--- src/common/itei_map.vh ---
`ifndef ITEI_MAP_VH
`define ITEI_MAP_VH

// Address bit positions
`define ITEI_A_PRE_LO      0
`define ITEI_A_PRE_HI      1
`define ITEI_A_TMR_SEL     2
`define ITEI_A_TMR_IRQ     3
`define ITEI_A_TMR_WR      4
`define ITEI_A_FLAG_RD     0
`define ITEI_A_EDGE_POS    0
`define ITEI_A_EDGE_EN     1

// Prescale ratio codes
`define ITEI_RATIO_DIV1    2'h0
`define ITEI_RATIO_DIV8    2'h1
`define ITEI_RATIO_DIV64   2'h2
`define ITEI_RATIO_DIV1024 2'h3

// Prescaler reload values, ratio minus one, then the zero and decrement constants
`define ITEI_PRE_DIV1      10'h000
`define ITEI_PRE_DIV8      10'h007
`define ITEI_PRE_DIV64     10'h03f
`define ITEI_PRE_DIV1024   10'h3ff
`define ITEI_PRE_ZERO      10'h000
`define ITEI_PRE_ONE       10'h001

// Flag register layout
`define ITEI_FLAG_TMR_BIT  7
`define ITEI_FLAG_EDGE_BIT 6
`define ITEI_FLAG_PAD      6'h00
`define ITEI_FLAG_IDLE     8'h00

// Counter constants and reset values
`define ITEI_CNT_ZERO      8'h00
`define ITEI_CNT_ONE       8'h01
`define ITEI_CNT_RESET     8'hff
`define ITEI_RATIO_RESET   2'h3
`define ITEI_DATA_RESET    8'h00

`endif

--- src/design/itei_sync2.v ---
`timescale 1ns/10ps

module itei_sync2 (
  core_clk,
  resetn,
  async_in,
  sync_out
);
  input  wire core_clk;
  input  wire resetn;
  input  wire async_in;
  output wire sync_out;

  reg         meta_q;
  reg         sync_q;

  // Two-stage synchroniser, idle high
  always @(posedge core_clk or negedge resetn) begin
    if (!resetn) begin
      meta_q <= 1'b1;
      sync_q <= 1'b1;
    end else begin
      meta_q <= async_in;
      sync_q <= meta_q;
    end
  end

  assign sync_out = sync_q;

endmodule

--- src/design/itei_prescaler.v ---
`timescale 1ns/10ps
`include "itei_map.vh"

module itei_prescaler (
  core_clk,
  resetn,
  load,
  ratio,
  fast,
  tick
);
  input  wire       core_clk;
  input  wire       resetn;
  input  wire       load;
  input  wire [1:0] ratio;
  input  wire       fast;
  output wire       tick;

  reg  [9:0] pre_q;
  reg  [9:0] pre_d;
  reg  [9:0] reload;

  // Reload value for the selected ratio
  always @* begin
    case (ratio)
      `ITEI_RATIO_DIV1:    reload = `ITEI_PRE_DIV1;
      `ITEI_RATIO_DIV8:    reload = `ITEI_PRE_DIV8;
      `ITEI_RATIO_DIV64:   reload = `ITEI_PRE_DIV64;
      default:             reload = `ITEI_PRE_DIV1024;
    endcase
  end

  // Tick every ratio clocks, every clock after timeout
  assign tick = fast | (pre_q == `ITEI_PRE_ZERO);

  always @* begin
    if (load)
      pre_d = `ITEI_PRE_ZERO;
    else if (pre_q == `ITEI_PRE_ZERO)
      pre_d = reload;
    else
      pre_d = pre_q - `ITEI_PRE_ONE;
  end

  always @(posedge core_clk or negedge resetn) begin
    if (!resetn)
      pre_q <= `ITEI_PRE_ZERO;
    else
      pre_q <= pre_d;
  end

endmodule

--- src/design/itei_timer_top.v ---
`timescale 1ns/10ps
`include "itei_map.vh"

module itei_timer_top (
  core_clk,
  resetn,
  addr,
  register_select,
  chip_select_high,
  chip_select_low_n,
  read_write,
  data_in,
  data_out,
  data_oe,
  irq_n_out,
  irq_oe,
  port_a_bit7_edge_line,
  ram_select,
  port_reg_select,
  port_reg_index
);
  input  wire       core_clk;
  input  wire       resetn;
  input  wire [6:0] addr;
  input  wire       register_select;
  input  wire       chip_select_high;
  input  wire       chip_select_low_n;
  input  wire       read_write;
  input  wire [7:0] data_in;
  output wire [7:0] data_out;
  output wire       data_oe;
  output wire       irq_n_out;
  output wire       irq_oe;
  input  wire       port_a_bit7_edge_line;
  output wire       ram_select;
  output wire       port_reg_select;
  output wire [1:0] port_reg_index;

  ////////////////////////////////////////////////////////////////////////
  // Address decode

  wire       chip_sel;
  wire       io_sel;
  wire       tmr_sec;
  wire       wr_timer;
  wire       wr_edge;
  wire       rd_timer;
  wire       rd_flags;
  wire       acc_timer;

  assign chip_sel = chip_select_high & ~chip_select_low_n;
  assign io_sel   = chip_sel & register_select;

  // Timer and flag section
  assign tmr_sec = io_sel & addr[`ITEI_A_TMR_SEL];

  // Timer load
  assign wr_timer = tmr_sec & ~read_write
                  & addr[`ITEI_A_TMR_WR];

  // Edge control load
  assign wr_edge  = tmr_sec & ~read_write
                  & ~addr[`ITEI_A_TMR_WR];

  // Counter read and flag read
  assign rd_timer = tmr_sec & read_write
                  & ~addr[`ITEI_A_FLAG_RD];
  assign rd_flags = tmr_sec & read_write
                  & addr[`ITEI_A_FLAG_RD];

  assign acc_timer = wr_timer | rd_timer;

  // Selects toward storage and port registers kept elsewhere
  assign ram_select      = chip_sel & ~register_select;
  assign port_reg_select = io_sel & ~addr[`ITEI_A_TMR_SEL];
  assign port_reg_index  = addr[`ITEI_A_PRE_HI:`ITEI_A_PRE_LO];

  ////////////////////////////////////////////////////////////////////////
  // Timer state

  reg  [7:0] count_q;
  reg  [7:0] count_d;
  reg  [1:0] ratio_q;
  reg        fast_q;
  reg        tmr_flag_q;
  reg        tmr_flag_d;
  reg        tmr_irq_en_q;
  reg        tmr_irq_en_d;
  wire       tick;
  wire       count_zero;
  wire       timeout;

  itei_prescaler u_prescaler (
    .core_clk (core_clk),
    .resetn   (resetn),
    .load     (wr_timer),
    .ratio    (ratio_q),
    .fast     (fast_q),
    .tick     (tick)
  );

  assign count_zero = (count_q == `ITEI_CNT_ZERO);

  // Timeout on the tick after zero, unless reloaded
  assign timeout = tick & count_zero & ~wr_timer;

  ////////////////////////////////////////////////////////////////////////
  // Interval counter

  always @* begin
    if (wr_timer)
      count_d = data_in;
    else if (tick)
      count_d = count_q - `ITEI_CNT_ONE;
    else
      count_d = count_q;
  end

  always @(posedge core_clk or negedge resetn) begin
    if (!resetn)
      count_q <= `ITEI_CNT_RESET;
    else
      count_q <= count_d;
  end

  // Prescale ratio chosen on load
  always @(posedge core_clk or negedge resetn) begin
    if (!resetn) begin
      ratio_q <= `ITEI_RATIO_RESET;
    end else if (wr_timer) begin
      ratio_q <= addr[`ITEI_A_PRE_HI:`ITEI_A_PRE_LO];
    end
  end

  // Single-clock rate from timeout until the next load
  always @(posedge core_clk or negedge resetn) begin
    if (!resetn) begin
      fast_q <= 1'b0;
    end else if (wr_timer) begin
      fast_q <= 1'b0;
    end else if (timeout) begin
      fast_q <= 1'b1;
    end
  end

  ////////////////////////////////////////////////////////////////////////
  // Timer flag and enable

  // Set wins over the access clear
  always @* begin
    if (timeout)
      tmr_flag_d = 1'b1;
    else if (acc_timer)
      tmr_flag_d = 1'b0;
    else
      tmr_flag_d = tmr_flag_q;
  end

  always @(posedge core_clk or negedge resetn) begin
    if (!resetn)
      tmr_flag_q <= 1'b0;
    else
      tmr_flag_q <= tmr_flag_d;
  end

  // Timer irq enable from bit 3 on any counter access
  always @* begin
    if (acc_timer)
      tmr_irq_en_d = addr[`ITEI_A_TMR_IRQ];
    else
      tmr_irq_en_d = tmr_irq_en_q;
  end

  always @(posedge core_clk or negedge resetn) begin
    if (!resetn)
      tmr_irq_en_q <= 1'b0;
    else
      tmr_irq_en_q <= tmr_irq_en_d;
  end

  ////////////////////////////////////////////////////////////////////////
  // Edge sense

  wire       edge_sync;
  reg        edge_prev_q;
  reg        edge_pos_q;
  reg        edge_pos_d;
  reg        edge_irq_en_q;
  reg        edge_irq_en_d;
  reg        edge_flag_q;
  reg        edge_flag_d;
  wire       edge_seen;

  // Pin is sampled regardless of port direction
  itei_sync2 u_edge_sync (
    .core_clk (core_clk),
    .resetn   (resetn),
    .async_in (port_a_bit7_edge_line),
    .sync_out (edge_sync)
  );

  always @(posedge core_clk or negedge resetn) begin
    if (!resetn)
      edge_prev_q <= 1'b1;
    else
      edge_prev_q <= edge_sync;
  end

  // Rising or falling transition per polarity
  assign edge_seen = edge_pos_q ? (edge_sync & ~edge_prev_q)
                                : (~edge_sync & edge_prev_q);

  // Edge control, data value ignored
  always @* begin
    if (wr_edge) begin
      edge_irq_en_d = addr[`ITEI_A_EDGE_EN];
      edge_pos_d    = addr[`ITEI_A_EDGE_POS];
    end else begin
      edge_irq_en_d = edge_irq_en_q;
      edge_pos_d    = edge_pos_q;
    end
  end

  always @(posedge core_clk or negedge resetn) begin
    if (!resetn) begin
      edge_irq_en_q <= 1'b0;
      edge_pos_q    <= 1'b0;
    end else begin
      edge_irq_en_q <= edge_irq_en_d;
      edge_pos_q    <= edge_pos_d;
    end
  end

  // Set wins over the flag-read clear
  always @* begin
    if (edge_seen)
      edge_flag_d = 1'b1;
    else if (rd_flags)
      edge_flag_d = 1'b0;
    else
      edge_flag_d = edge_flag_q;
  end

  always @(posedge core_clk or negedge resetn) begin
    if (!resetn)
      edge_flag_q <= 1'b0;
    else
      edge_flag_q <= edge_flag_d;
  end

  ////////////////////////////////////////////////////////////////////////
  // Interrupt request

  reg        irq_oe_q;
  wire       tmr_irq_req;
  wire       edge_irq_req;
  wire       irq_req;

  // Next-state enables, so an enable change acts on the same edge
  assign tmr_irq_req  = tmr_flag_d & tmr_irq_en_d;
  assign edge_irq_req = edge_flag_d & edge_irq_en_d;
  assign irq_req      = tmr_irq_req | edge_irq_req;

  // Open drain: drives low only, released otherwise
  always @(posedge core_clk or negedge resetn) begin
    if (!resetn)
      irq_oe_q <= 1'b0;
    else
      irq_oe_q <= irq_req;
  end

  assign irq_oe    = irq_oe_q;
  assign irq_n_out = 1'b0;

  ////////////////////////////////////////////////////////////////////////
  // Read data

  reg  [7:0] flag_word;
  reg  [7:0] rdata_d;
  reg  [7:0] data_out_q;
  reg        data_oe_q;

  // Flag register image, unused bits read zero
  always @* begin
    flag_word                      = `ITEI_FLAG_IDLE;
    flag_word[`ITEI_FLAG_TMR_BIT]  = tmr_flag_q;
    flag_word[`ITEI_FLAG_EDGE_BIT] = edge_flag_q;
  end

  always @* begin
    if (rd_flags) begin
      rdata_d = flag_word;
    end else if (rd_timer) begin
      rdata_d = count_q;
    end else begin
      rdata_d = `ITEI_DATA_RESET;
    end
  end

  // Data captured on the access edge, driven for one cycle
  always @(posedge core_clk or negedge resetn) begin
    if (!resetn) begin
      data_out_q <= `ITEI_DATA_RESET;
      data_oe_q  <= 1'b0;
    end else begin
      data_out_q <= rdata_d;
      data_oe_q  <= rd_flags | rd_timer;
    end
  end

  assign data_out = data_out_q;
  assign data_oe  = data_oe_q;

endmodule

--- config.mk ---
export PLATFORM = sky130hd
export DESIGN_NAME = itei_timer_top
export DESIGN_NICKNAME = d
export VERILOG_FILES = /design/src/design/itei_sync2.v /design/src/design/itei_prescaler.v /design/src/design/itei_timer_top.v
export VERILOG_INCLUDE_DIRS = /design/src /design/src/common
export SDC_FILE = /design/constraint.sdc
export NUM_CORES = 1
export LEC_CHECK = 0
export BUFFER_PORTS_ARGS = -buffer_cell sky130_fd_sc_hd__buf_2
export CAP_MARGIN = 20
export CELL_PAD_IN_SITES_DETAIL_PLACEMENT = 1
export CELL_PAD_IN_SITES_GLOBAL_PLACEMENT = 1
export CORE_MARGIN = 2
export CORE_UTILIZATION = 23
export CTS_BUF_LIST = sky130_fd_sc_hd__clkbuf_8
export CTS_CLUSTER_SIZE = 8
export DETAILED_ROUTE_END_ITERATION = 6
export PLACE_DENSITY_LB_ADDON = 0.1
export SLEW_MARGIN = 20
export SYNTH_ARGS = -nofsm -noshare
export SYNTH_HDL_FRONTEND = slang
export SYNTH_SLANG_ARGS = --single-unit
--- constraint.sdc ---
create_clock -name core_clk -period 2.75 [get_ports core_clk]
set_clock_uncertainty 0.2 [all_clocks]
set_input_delay 0.825 -clock core_clk [delete_from_list [all_inputs] [get_ports core_clk]]
set_output_delay 0.825 -clock core_clk [all_outputs]
set_load 0.01 [all_outputs]
# Yosys cells after proc, flatten, opt, wreduce, memory -nomap -nowiden
# Index checks and enable logic that the tools add are counted.
[totals] mem_bits_rw=0 wordCells=70 latch_bits=0 out_inout_bits=15 memories=0 reg_bits=39 romBits=0 input_bits=22
[classes] n_eq_ne=2 add_sub_neg=2 bitwise_logic=30 magnitude_cmp=0 n_mul=0 n_div=0 n_shift=0 reduce_logical=5 n_mux=16
[op_table] operator="8-bit 2-to-1 mux" n=4
[op_table] operator="10-bit case mux with 3 select lines" n=1
[op_table] operator="10-bit 2-to-1 mux" n=2
[op_table] operator="1-bit bitwise AND" n=17
[op_table] operator="10-bit logical NOT" n=1
[op_table] operator="10-bit by 1-bit subtractor with 10-bit output, second input constant" n=1
[op_table] operator="1-bit 2-to-1 mux" n=9
[op_table] operator="1-bit NOT" n=9
[op_table] operator="8-bit logical NOT" n=1
[op_table] operator="8-bit by 1-bit subtractor with 8-bit output, second input constant" n=1
[op_table] operator="1-bit bitwise OR" n=4
[op_table] operator="2-bit nonzero test" n=2
[op_table] operator="2-bit by 1-bit == test with 1-bit output, second input constant" n=1
[op_table] operator="2-bit == test, second input constant" n=1
[op_table] operator="2-bit logical NOT" n=1

# Longest topological paths before layout
# Gate-level depths: netlist (run 1).
[depth] depth_word=11 depth_mapped=7 ltp_nobuf=6

# Cells and area by module
# A second synthesis (run 1) with hierarchy kept.
[hier_totals] hier_cells=169 area_unflattened_um2=1853.0
[modules_own_cells] module="itei_timer_top" area_per_inst_um2=1232.4 instances=1 cells_each=110
[modules_own_cells] module="itei_prescaler" area_per_inst_um2=568.0 instances=1 cells_each=57
[modules_own_cells] module="itei_sync2" area_per_inst_um2=52.6 instances=1 cells_each=2

# Worst setup path before layout (run 1)
# OpenSTA, ideal clock, no wires.
[synth_path] path_kind="register to register" start="register u_prescaler.pre_q[0]" end="register count_q[3]" arrival_ps=2096 t_required_ps=2473 path_stages_with_launch=8 path_slack_ps=376 period_less_slack_ps=2374 cell_sequence="dfrtp_1 > inv_1 > ha_1 > or4b_1 > o31a_1 > buf_6 > or4_1 > a31oi_1"
[synth_between] elab_chain_cells=3
[synth_lines] element="start: declaration" line="itei_prescaler.v:19" source="reg [9:0] pre_q;"
[synth_lines] element="start signal: assignment" line="itei_prescaler.v:47" source="pre_q <= `ITEI_PRE_ZERO;"
[synth_lines] element="start signal: assignment" line="itei_prescaler.v:49" source="pre_q <= pre_d;"
[synth_lines] element="10-bit logical NOT (no source line)"
[synth_lines] element="1-bit bitwise OR" line="itei_prescaler.v:34" source="assign tick = fast | (pre_q == `ITEI_PRE_ZERO);"
[synth_lines] element="2-bit nonzero test (no source line)"
[synth_lines] element="end signal: assignment" line="itei_timer_top.v:121" source="count_q <= `ITEI_CNT_RESET;"
[synth_lines] element="end signal: assignment" line="itei_timer_top.v:123" source="count_q <= count_d;"
[synth_lines] element="end: declaration" line="itei_timer_top.v:81" source="reg [7:0] count_q;"
# Every way passes these cells.
# A chain may end at the register's enable or synchronous reset.

# Worst setup path after layout (run 1)
[layout_path] start="register u_prescaler.pre_q[0]" end="register count_q[7]"
# Same word-level chain as after synthesis.

==> results list, run 1 <==
- Based on the critical path, the design can be clocked at up to 390.9 MHz.
- Synthesis produced a netlist with a net count of 208.
- Final period utilization: 0.9302
- The detailed router finished its first iteration with 26 violations.
* Cell Rows: 32
- The number of antenna violations at the first check in global routing is 0.
- TritonCTS built the clock tree.
* Wire length of the first global-routing pass: 8190 um
- Of all nets on the critical path, the largest fanout is 12.
- Of the synthesized area, sequential elements account for 0.5336.
- Setup repair after global routing left no endpoint under its margin.
- The cell count after synthesis came out at 183.
- HPWL after DPL: 3651 um
- Once the clock tree was built, the setup fixing pass inserted 0 buffers.
- The worst hold path belongs to the class flip-flop to flip-flop.
- For this run, the leading register cell type out of synthesis is sky130_fd_sc_hd__dfrtp_1.
- The first detailed-routing pass took 4 iterations.
- Outcome: completed
* Max-cap violations: 0
* Static leakage power: 1.057 nW
- STA puts the critical path data required time at 2.77 ns.
- The die covers 8819 um2.
- CP Buf/Inv Count: 1
- Input and output buffers added on the ports amount to 33.
- The critical path is of the flip-flop to flip-flop type.
* Antenna diode count: 0
- Cell area after synthesis: 1859 um2
- In the routed layout, each cell is associated on average with a via count of 4.620.
* Sequence of cells on the critical path: inv_1 > ha_1 > or4b_1 > o31a_2 > or4_1 > a31oi_1
- The kind of cell with the highest combined delay along the critical path is simple AND/OR/NAND/NOR gates.
- Dividing the synthesized area by the synthesized cell count gives 10.16 um2.
* Pin count of the biggest net entering global routing: 22
* Number of failing setup endpoints in the final timing report: 0
- Post-Route Setup TNS: 0 ns
- Area growth from synthesis to final layout: 22.41%
- The number of failing hold endpoints at the final stage came to 0.
- CTS Buf Count: 5
- For this configuration, the core starts out at a cell density of 0.2394.
- Number of flops mapped to enable cells by yosys: 0
* Power Density: 924.9 nW/um2
- Number of placed cells counting well taps: 313
- Slowest CP cell: sky130_fd_sc_hd__or4_1
- Top-level port count: 37
* Max stage delay on crit path: 0.53 ns
* Clk sink count: 39
* Number of buffers added to fix hold violations after cts: 0
- Final weighted congestion in routability-driven placement: 0.7603
* Maximum VDD drop: 286.7 uV
- Counting flops with an async set or reset pin after synthesis yields a share of 1.000.
* Die Span Y: 93.91 um
- Count of final max-slew check failures: 0
* Cell area after placement: 2142 um2
* Buffer depth of the longest clock path: 2
- Final wirelength: 4719 um
- Setup slack of the most critical reg-to-reg path: 0.19 ns
- Avg WL per Cell: 14.70 um
- Area inside the core boundary: 7767 um2
* Library cells used by synthesis: 42
- The worst setup path is launched from a flip-flop.
- Insertion delay of the later-clocked pin in the worst-skew pair: 0.29 ns
- During synthesis, Yosys emitted a total of 0 warnings.
- Overall routing resource usage: 0.1199
- Critical path capture point type: flip-flop
- At the pin with the least slew margin, the transition time is 0.5500 ns.
- Clock-pin slew was measured on the worst setup and hold paths at 0.08 ns.
* Relative max-transition margin: 0.6325
- Number of standard cells in the final layout excluding fillers: 321
* Cell at the root of the clock tree: sky130_fd_sc_hd__clkbuf_8
- The detail route stage leaves a number of antenna-violating nets equal to 0.
- For this run the aggregate overflow at the end of global routing stands at 0.
* Final std cell area, no fill: 2276 um2
- H-tree lvl count: 2
- After clock tree synthesis, the repair step resized 0 gates.
- Routed vias: 1,483
* Flip-flop and latch count after synthesis: 39
* Final min period: 2.558 ns
* Fraction of final layout cells sized beyond drive strength 1: 0.2922
- DRC: 0
* Critical Path AT: 2.58 ns
- For this run, the post-layout net count is 243.
* Vias in the first global route: 1,624
* Horiz. Die Dim: 93.91 um
==> worst register-to-register path: stages (launching register included) <==
cell and delay, ns:
sky130_fd_sc_hd__dfrtp_1 0.41, sky130_fd_sc_hd__inv_1 0.07, sky130_fd_sc_hd__ha_1 0.19, sky130_fd_sc_hd__or4b_1 0.50, sky130_fd_sc_hd__o31a_2 0.41, sky130_fd_sc_hd__or4_1 0.53
sky130_fd_sc_hd__a31oi_1 0.18
==> where the power goes <==
group          total [mW]  switching [mW]  internal [mW]
sequential          0.957           0.166          0.791
combinational       0.576           0.310          0.267
clock               0.571           0.212          0.359
==> kinds of logic after synthesis <==
kind of cell    Yosys count  share of synthesized area
other cells               1                   0.002017
compound gates           35                     0.1191
mux                       4                    0.02221
simple gates             74                     0.2194
fa+ha+maj                 3                    0.02019
buf+inv                  20                    0.05047
xor+xnor                  7                    0.03298
flops                    39                     0.5336
==> cell usage after synthesis (3+ instances only) <==
cell                       number  share of area
sky130_fd_sc_hd__o21ai_0        4          0.011
sky130_fd_sc_hd__a31oi_1       10          0.034
sky130_fd_sc_hd__buf_4          3          0.012
sky130_fd_sc_hd__clkbuf_1       5          0.010
sky130_fd_sc_hd__or2_2          3          0.010
sky130_fd_sc_hd__or4_1          4          0.016
sky130_fd_sc_hd__dfstp_2       13           0.18
sky130_fd_sc_hd__and3_1         4          0.013
sky130_fd_sc_hd__a21oi_1        6          0.016
sky130_fd_sc_hd__o31ai_1        6          0.024
sky130_fd_sc_hd__nand2b_1       5          0.017
sky130_fd_sc_hd__mux2i_1        3          0.016
sky130_fd_sc_hd__nor2_1        17          0.034
sky130_fd_sc_hd__nor3_1         4          0.011
sky130_fd_sc_hd__inv_1         11          0.022
sky130_fd_sc_hd__nand2_1       14          0.028
sky130_fd_sc_hd__or3_1          6          0.020
sky130_fd_sc_hd__dfrtp_1       26           0.35
sky130_fd_sc_hd__ha_1           3          0.020
sky130_fd_sc_hd__xnor2_1        6          0.028
==> registers in the layout, indices dropped and copies added (netlist names), 2 cells and up <==
signal	cells
data_out	8
ratio_q	2
u_prescaler.pre_q	10
count_q	8
==> placed cells by master (no fill, tap or decap), types with 5 or more instances in the layout <==
cell type / netlist / layout
sky130_fd_sc_hd__buf_2: 0 / 33
sky130_fd_sc_hd__dfrtp_1: 26 / 26
sky130_fd_sc_hd__nor2_1: 17 / 17
sky130_fd_sc_hd__nand2_1: 14 / 14
sky130_fd_sc_hd__dfstp_2: 13 / 13
sky130_fd_sc_hd__inv_1: 11 / 12
sky130_fd_sc_hd__a31oi_1: 10 / 10
sky130_fd_sc_hd__or3_1: 6 / 6
sky130_fd_sc_hd__xnor2_1: 6 / 6
sky130_fd_sc_hd__a21oi_1: 6 / 6
sky130_fd_sc_hd__o31ai_1: 6 / 6
sky130_fd_sc_hd__nand2b_1: 5 / 5
sky130_fd_sc_hd__clkbuf_8: 0 / 5
==> routing by layer <==
| layer | vias to the layer above | track usage | part of all wire |
|---|---|---|---|
| met5 | - | 0 | 0 |
| met4 | 0 | 0.04227 | 0.013 |
| met3 | 7 | 0.03130 | 0.036 |
| met2 | 24 | 0.2000 | 0.50 |
| met1 | 742 | 0.1494 | 0.45 |
| li1 | 710 | - | - |
==> stage by stage <==
stage | setup WS [ns] | utilization | hold WS (ns) | power (mW)
finish | 0.1921 | 0.2930 | 0.1603 | 2.105
global route | 0.03709 | 0.2930 | 0.1714 | 2.276
CTS | 0.1587 | 0.2928 | 0.1623 | 2.139
detailed placement | 0.1561 | 0.2758 | 0.1510 | 1.550
global placement | 0.2378 | 0.2758 | 0.1485 | 1.503
floorplan | 0.3763 | - | 0.1452 | 1.349
==> worst paths after layout <==
| check | startpoint | end | depth (start not counted) |
|---|---|---|---|
| worst max-delay path | u_prescaler.pre_q[0] | count_q[7] | 6 |
| worst min-delay path | u_edge_sync.meta_q | u_edge_sync.sync_out | 0 |
| worst max register to register | u_prescaler.pre_q[0] | count_q[7] | 6 |
| worst min register to register | u_edge_sync.meta_q | u_edge_sync.sync_out | 0 |
| max in group asynchronous | resetn | count_q[6] | 2 |
| min in group asynchronous | resetn | data_out[6] | 1 |
==> cell type report <==
type / instances / area [um2]
clock buffers: 5 / 68.82
clock inverters: 3 / 63.81
fillers: 911 / 5492
inverters: 11 / 41.29
multi-input cells: 124 / 774.5
flip-flops and latches: 39 / 992.2
well taps: 102 / 127.6
repair buffers: 37 / 207.7
No activity file was read; power rests on OpenSTA's default activity.
==> run 2, diff against run 1 <==
- SYNTH_HIERARCHICAL: default -> 1
==> run 2 against run 1 <==
Against the previous run:
- register-to-register slack got worse by 0.11 ns
- area after synthesis fell by 0.34%
- largest cell class unchanged
- power fell by 7.3%
- critical endpoint is now count_q[5]
- non-clock buffer count rose by 8
- critical path depth rose by 1
- sequential share of layout area fell by 1.1 points
==> results list, run 2 <==
* Critical Path AT: 2.68 ns
- Counting flops with an async set or reset pin after synthesis yields a share of 1.000.
- Number of stages on the worst setup path: 7
- Area share of the largest cell type after synthesis: 0.3511
- Synthesized area per cell: 10.96 um2
* Critical path capture point type: flip-flop
- The number of antenna violations at the first check in global routing was 0.
* Maximum VDD drop: 285.2 uV
- Family with the most delay on the worst path: simple AND/OR/NAND/NOR gates
- Outcome: completed
- On the worst path, the slowest cell contributes a delay of 0.56 ns.
- Once placement completed, the tool counted placed cells totaling 304.
- Setup violations remaining at the end of the flow were counted as 0.
* Final period utilization: 0.9684
- Number of hold violations in the final report: 0
- Maximum clock rate: 375.5 MHz
- Insertion delay of the later-clocked pin in the worst-skew pair: 0.29 ns
* Crit path max fanout: 5
- CTS built an H-tree with a depth of 2.
- CP Data Required Time: 2.77 ns
- CTS Buf Count: 5
- TritonCTS built the clock tree.
* Final weighted congestion in routability-driven placement: 0.7520
* Most frequent cell after synthesis: sky130_fd_sc_hd__dfrtp_1
* Path class of the lowest-slack min-delay path: flip-flop to flip-flop
* Die Span Y: 93.76 um
- Of the synthesized area, sequential elements account for 0.5354.
- Worst-case setup slack after placement: 0.004273 ns
- Most common cell on crit path: sky130_fd_sc_hd__or4_4
- Number of DRC violations after detailed-routing iteration 0: 26
- Static leakage power: 1.047 nW
- Initial core utilization: 0.2386
* Setup repair after global routing missed its margin: true
- Cell area after placement: 2217 um2
- After floorplanning, the core was sized to cover 7767 um2.
* Pin count of the biggest net entering global routing: 40
- Library cells used by synthesis: 44
* Remaining number of nets flagged by the antenna check after routing: 0
* Post-route total power: 1.951 mW
* Count of buffers inserted at the top-level ports: 33
* Leading cell type in the layout, fill and taps excluded: sky130_fd_sc_hd__buf_2
* Register with the highest flop count: u_prescaler/pre_q
- The number of nets in the synthesized netlist is 194.
* Type of the setup path with the least slack: flip-flop to flip-flop
- Critical Path End: count_q[5]
- Traced cell by cell, the critical path runs through or4_4 > or4_4 > or2b_4 > nor4b_4 > nand2_1 > xor2_1 > o21ai_0.
* Biggest area contributors in the synthesized netlist: sky130_fd_sc_hd__dfrtp_1 (35%), sky130_fd_sc_hd__dfstp_2 (18%), sky130_fd_sc_hd__xnor2_1 (3.8%), sky130_fd_sc_hd__nand2_1 (3.0%), sky130_fd_sc_hd__nor2_1 (3.0%)
- After layout, the minimum clock period comes to 2.663 ns.
- Commonest non-fill, non-tap cells in the layout: sky130_fd_sc_hd__buf_2 (33), sky130_fd_sc_hd__dfrtp_1 (26), sky130_fd_sc_hd__nand2_1 (15)
- Cell at the root of the clock tree: sky130_fd_sc_hd__clkbuf_8
- Slowest CP cell: sky130_fd_sc_hd__or4_4
- Yosys warning count: 6
* Power Density: 834.7 nW/um2
* Number of flops mapped to enable cells by yosys: 0
* Flip-flop and latch count after synthesis: 39
- Post-CTS clock slew at the launch and capture registers of the worst setup and hold paths: 0.07 ns
* Final net count: 239
- HPWL after DPL: 3219 um
* Launching element of the worst setup path: u_prescaler/pre_q[4]
- Flip-flop count of the largest register, all copies and words added: 10
* Final std cell area, no fill: 2337 um2
- In this run the tightest slew margin relative to its limit is 0.6322.
* Number of buffers added to fix hold violations after cts: 0
- Dividing the detail-routed via count by the number of cells gives 4.341.
- The floorplan step defined a die boundary enclosing 8791 um2.
- Synthesis produced a netlist whose cell count is 169.
- Number of standard cells in the final layout excluding fillers: 317
* Final wirelength: 4542 um
- The number of pins with negative max-slew slack in the final report came to 0.
* CP Buf/Inv Count: 0
- Buffer depth of the longest clock path: 2
* Worst Tran Pin Value: 0.5467 ns
- Sum of overflow across all layers after global routing: 0
- STA classifies the critical path startpoint as a flip-flop.
- Setup total negative slack on the finished layout was measured at 0 ns.
- Library cell with the largest summed area after synthesis: sky130_fd_sc_hd__dfrtp_1
- Avg WL per Cell: 14.33 um
* Number of detailed-routing iterations run before antenna repair: 4
- The worst register-to-register path ends at count_q[5].
- At the end of the flow the core is filled with cells to 0.3009.
- Antenna diode count: 0
- Summing every instance area after synthesis gives 1853 um2.
* Clk sink count: 39
- Least setup slack across all paths after layout: 0.08681 ns
- The first global-routing pass estimated 7541 um of wire.
- Area growth from synthesis to final layout: 26.13%
- Worst Hold Margin: 0.1603 ns
* Most numerous cell types in the synthesized netlist: sky130_fd_sc_hd__dfrtp_1 (26), sky130_fd_sc_hd__nand2_1 (15), sky130_fd_sc_hd__nor2_1 (15), sky130_fd_sc_hd__dfstp_2 (13), sky130_fd_sc_hd__o21ai_0 (11)
- Vias in the first global route: 1,478
* DRC: 0
- The routed layout has 1,376 vias.
- In the final layout, the share of cells above drive strength 1 is 0.3953.
- In this run the core area contains 32 standard-cell rows.
* Horiz. Die Dim: 93.76 um
- In this run the count of I/O pins placed on the die edge is 37.
* Prevailing post-synth register cell: sky130_fd_sc_hd__dfrtp_1
* Overall routing resource usage: 0.1134
* Reg-to-reg critical path startpoint: u_prescaler/pre_q[4]
- Setup slack of the most critical reg-to-reg path: 0.09 ns
- Max-cap violations in this run came to 0.
- For the worst flop-to-flop path, the logic depth is 7.
run 2: cell types whose count changed in the layout (fill, tap and decap cells not counted), moves of 4 or more:
cell / change
sky130_fd_sc_hd__and3_1: -4
sky130_fd_sc_hd__or3_1: -5
sky130_fd_sc_hd__o21ai_0: +6
sky130_fd_sc_hd__or4_1: -4
sky130_fd_sc_hd__buf_4: +8
sky130_fd_sc_hd__a31oi_1: -10
sky130_fd_sc_hd__o31ai_1: -6
run 2: routing by layer:
layer | GRT usage | vias up | routed length [um] | share of wire
li1 | - | 671 | - | -
met1 | 0.1376 | 682 | 2046 | 0.45
met2 | 0.1899 | 15 | 2282 | 0.50
met3 | 0.02729 | 8 | 123 | 0.027
met4 | 0.05072 | 0 | 89 | 0.020
met5 | 0 | - | 0 | 0
run 2: timing repair:
item / in CTS / in global routing
buffers inserted: 3 / 2
cloned: 0 / 0
resized for setup: 0 / 2
endpoints found under the setup margin: 2 / 5
pin swaps: 0 / 3
run 2: where the power goes:
| part | total [mW] | switching, mW | internal, mW |
|---|---|---|---|
| clock | 0.363 | 0.194 | 0.169 |
| combinational | 0.583 | 0.264 | 0.319 |
| sequential | 1.01 | 0.206 | 0.799 |
run 2: worst min-delay path by stage:
| stage | from | endpoint | slack, ns | depth (start not counted) |
|---|---|---|---|---|
| 2_1_floorplan | u_edge_sync/meta_q | u_edge_sync/sync_out | 0.15 | 0 |
| 3_3_place_gp | u_edge_sync/meta_q | u_edge_sync/sync_out | 0.15 | 0 |
| 3_5_place_dp | u_edge_sync/meta_q | u_edge_sync/sync_out | 0.15 | 0 |
| 4_1_cts | u_edge_sync/meta_q | u_edge_sync/sync_out | 0.16 | 0 |
| 5_1_grt | u_edge_sync/meta_q | u_edge_sync/sync_out | 0.17 | 0 |
| 6_report | u_edge_sync/meta_q | u_edge_sync/sync_out | 0.16 | 0 |
run 2: cell type report:
type	count	area, um2
Clock buffer	5	68.82
Inverter	8	30.03
Multi-Input combinational cell	115	839.6
Clock inverter	3	11.26
Tap cell	102	127.6
Timing Repair Buffer	45	267.8
Sequential cell	39	992.2
Fill cell	917	5430
run 2: cells by family after synthesis:
family          count (synthesis)  synth area share
simple gates                   63            0.1965
flops                          39            0.5354
compound gates                 27           0.09386
buf+inv                        15           0.04118
xor+xnor                       12           0.05672
mux                             9           0.05401
fa+ha+maj                       3           0.02026
other cells                     1          0.002024
==> run 3, diff against run 2 <==
- CORE_MARGIN: 2 -> default
- CORE_UTILIZATION: 23 -> 44
- PLACE_DENSITY: default -> 0.9
- PLACE_DENSITY_LB_ADDON: 0.1 -> default
==> run 3 against run 2 <==
Against the previous run:
- highest routed layer unchanged
- power barely moved
- die area fell by 49%
- register-to-register slack barely moved
- worst hold slack got worse by 0.0043 ns
- setup slack got worse by 0.0061 ns
- routed wire length fell by 6.1%
- sequential power barely moved
- non-clock buffer count fell by 2
- design area fell by 4.0%
- sequential cell count did not move
- clock power rose by 2%
==> results list, run 3 (synthesized netlist as in run 2, its figures left out) <==
- Hold Path Stages: 0
- DRC: 0
- Wire length of the first global-routing pass: 6900 um
- Register with the highest flop count: u_prescaler/pre_q
- Launching element type of the critical path: flip-flop
- CTS saw 39 sinks.
* Worst Tran Pin Value: 0.8342 ns
* CP Data Required Time: 2.76 ns
- The later pin in the worst-skew pair is clocked with a latency of 0.30 ns.
* Cell at the root of the clock tree: sky130_fd_sc_hd__clkbuf_8
* Final wirelength: 4264 um
* Endpoint, Worst Hold: u_edge_sync/sync_out
- After clock tree synthesis, the clock-pin slew on the worst setup and hold paths is 0.07 ns.
- Critical Path AT: 2.68 ns
- Sum of overflow across all layers after global routing: 0
- Die Span Y: 66.90 um
* Commonest non-fill, non-tap cells in the layout: sky130_fd_sc_hd__buf_2 (33), sky130_fd_sc_hd__dfrtp_1 (26), sky130_fd_sc_hd__nor2_1 (15), sky130_fd_sc_hd__nand2_1 (15), sky130_fd_sc_hd__dfstp_2 (13)
* Antenna violations before repair: 0
- The longest clock path from root to sink contains 2 buffers.
- The floorplan step defined a core boundary enclosing 4029 um2.
- Top-level port count: 37
- HP Start: u_edge_sync/meta_q
- CTS built an H-tree with a depth of 2.
- The number of failing hold endpoints at the final stage came to 0.
- Fillers: 469
* Sequence of cells on the critical path: or4_4 > or4_4 > or2b_4 > nor4b_4 > buf_4 > xnor2_1 > o21ai_0
* Total Die Area: 4475 um2
* Number of DRC violations after detailed-routing iteration 0: 74
* Reg-to-reg critical path startpoint: u_prescaler/pre_q[4]
- After layout, the minimum clock period comes to 2.669 ns.
* Cell area after placement: 2130 um2
* Crit path max fanout: 4
* Max-cap violations: 0
- The cell family contributing the most delay on the critical path is simple AND/OR/NAND/NOR gates.
- Across every metal layer, demand over resource in global routing totals 0.2158.
- For the worst flop-to-flop path, the logic depth is 7.
* Antenna diode count: 0
- Routability-driven placement finished with a final weighted congestion of 0.7887.
- Final net count: 237
- Post-route core utilization: 0.5568
- Critical path capture point type: flip-flop
- In this run the critical register-to-register path is captured at count_q[3].
- Initial core utilization: 0.4599
- Leaving out fill and tap cells, the most frequent cell in the layout is sky130_fd_sc_hd__buf_2.
- HPWL after DPL: 3071 um
- Count of final max-slew check failures: 0
- The setup check on the worst reg-to-reg path leaves a slack of 0.08 ns.
* Outcome: completed
* Maximum clock rate: 374.6 MHz
- In this run the tightest slew margin relative to its limit is 0.4439.
- Entering global routing, the biggest net connects 40 pins.
- Routed via count divided by cell count: 5.262
* Number of detailed-routing iterations run before antenna repair: 4
- The finished cells cover 2243 um2.
- Of the cells placed in the final design, the portion with a size suffix greater than 1 is 0.3897.
- Power spread over the standard cell area amounts to 869.0 nW/um2.
- CTS tree: yes
- CP Buf/Inv Count: 1
- The min-delay analysis places its worst path in the category flip-flop to flip-flop.
* Horiz. Die Dim: 66.90 um
- Slowest CP cell: sky130_fd_sc_hd__or4_4
- Row generation in the floorplan step produced 23 rows.
* Routed vias: 1,384
- Avg WL per Cell: 16.21 um
- Maximum VDD drop: 534.5 uV
- The count of nets left with antenna violations once routing finished came out at 0.
- Count of buffers inserted at the top-level ports: 33
* CTS Buf Count: 5
- In this design, the stage delay of the slowest critical-path cell is 0.56 ns.
* Most common cell on crit path: sky130_fd_sc_hd__or4_4
- Flip-flop count of the largest register, all copies and words added: 10
* Type of the setup path with the least slack: flip-flop to flip-flop
- Area growth from synthesis to final layout: 21.07%
* Number of failing setup endpoints in the final timing report: 0
- Static leakage power: 1.033 nW
* Vias in the first global route: 1,445
* Final period utilization: 0.9706
-- run 3: cell type report --
cell class | instances | area [um2] | area share
clock buffers | 5 | 68.82 | 0.03067
repair buffers | 43 | 240.2 | 0.1071
well taps | 50 | 62.56 | 0.02789
flip-flops and latches | 39 | 992.2 | 0.4423
multi-input cells | 115 | 837.1 | 0.3731
inverters | 8 | 30.03 | 0.01339
clock inverters | 3 | 12.51 | 0.005577
-- run 3: per-stage QoR --
step | TNS (ns) | hold WS [ns] | power (mW) | cells | worst slack [ns]
2_1_floorplan | 0 | 0.1452 | 1.355 | 169 | 0.02670
3_3_place_gp | 0 | 0.1458 | 1.492 | 251 | 0.09057
3_5_place_dp | 0 | 0.1476 | 1.554 | 251 | 0.02952
4_1_cts | 0 | 0.1578 | 1.936 | 259 | 0.0002238
5_1_grt | -0.003419 | 0.1592 | 2.060 | 263 | -0.002885
6_report | 0 | 0.1560 | 1.950 | 263 | 0.08075
-- run 3: how the worst max path moves through the flow --
stage	from	cells past startpoint	end
after CTS	u_prescaler/pre_q[0]	9	count_q[7]
after detailed placement	u_prescaler/pre_q[0]	9	count_q[7]
after global placement	u_prescaler/pre_q[0]	9	count_q[7]
after floorplan	u_prescaler/pre_q[0]	10	count_q[7]
after global routing	u_prescaler/pre_q[4]	7	count_q[7]
final	u_prescaler/pre_q[4]	7	count_q[3]
-- run 3: timing repair --
item                                    in CTS  in global routing
gates resized for setup                      0                  2
endpoints found under the setup margin       0                  5
hold buffers                                 0                  0
setup buffers                                0                  4
-- run 3: routing by layer --
layer	wire length, um	vias to the layer above	GRT usage
li1	-	661	-
met1	1888	676	0.2594
met2	2108	37	0.3535
met3	177	10	0.06507
met4	89	0	0.09309
met5	0	-	0
-- run 3: power by group --
| group | leakage [nW] | switching [mW] | internal (mW) |
|---|---|---|---|
| logic | 0.519 | 0.263 | 0.299 |
| registers | 0.463 | 0.217 | 0.800 |
| clock network | 0.0505 | 0.200 | 0.171 |
| total | 1.03 | 0.680 | 1.27 |
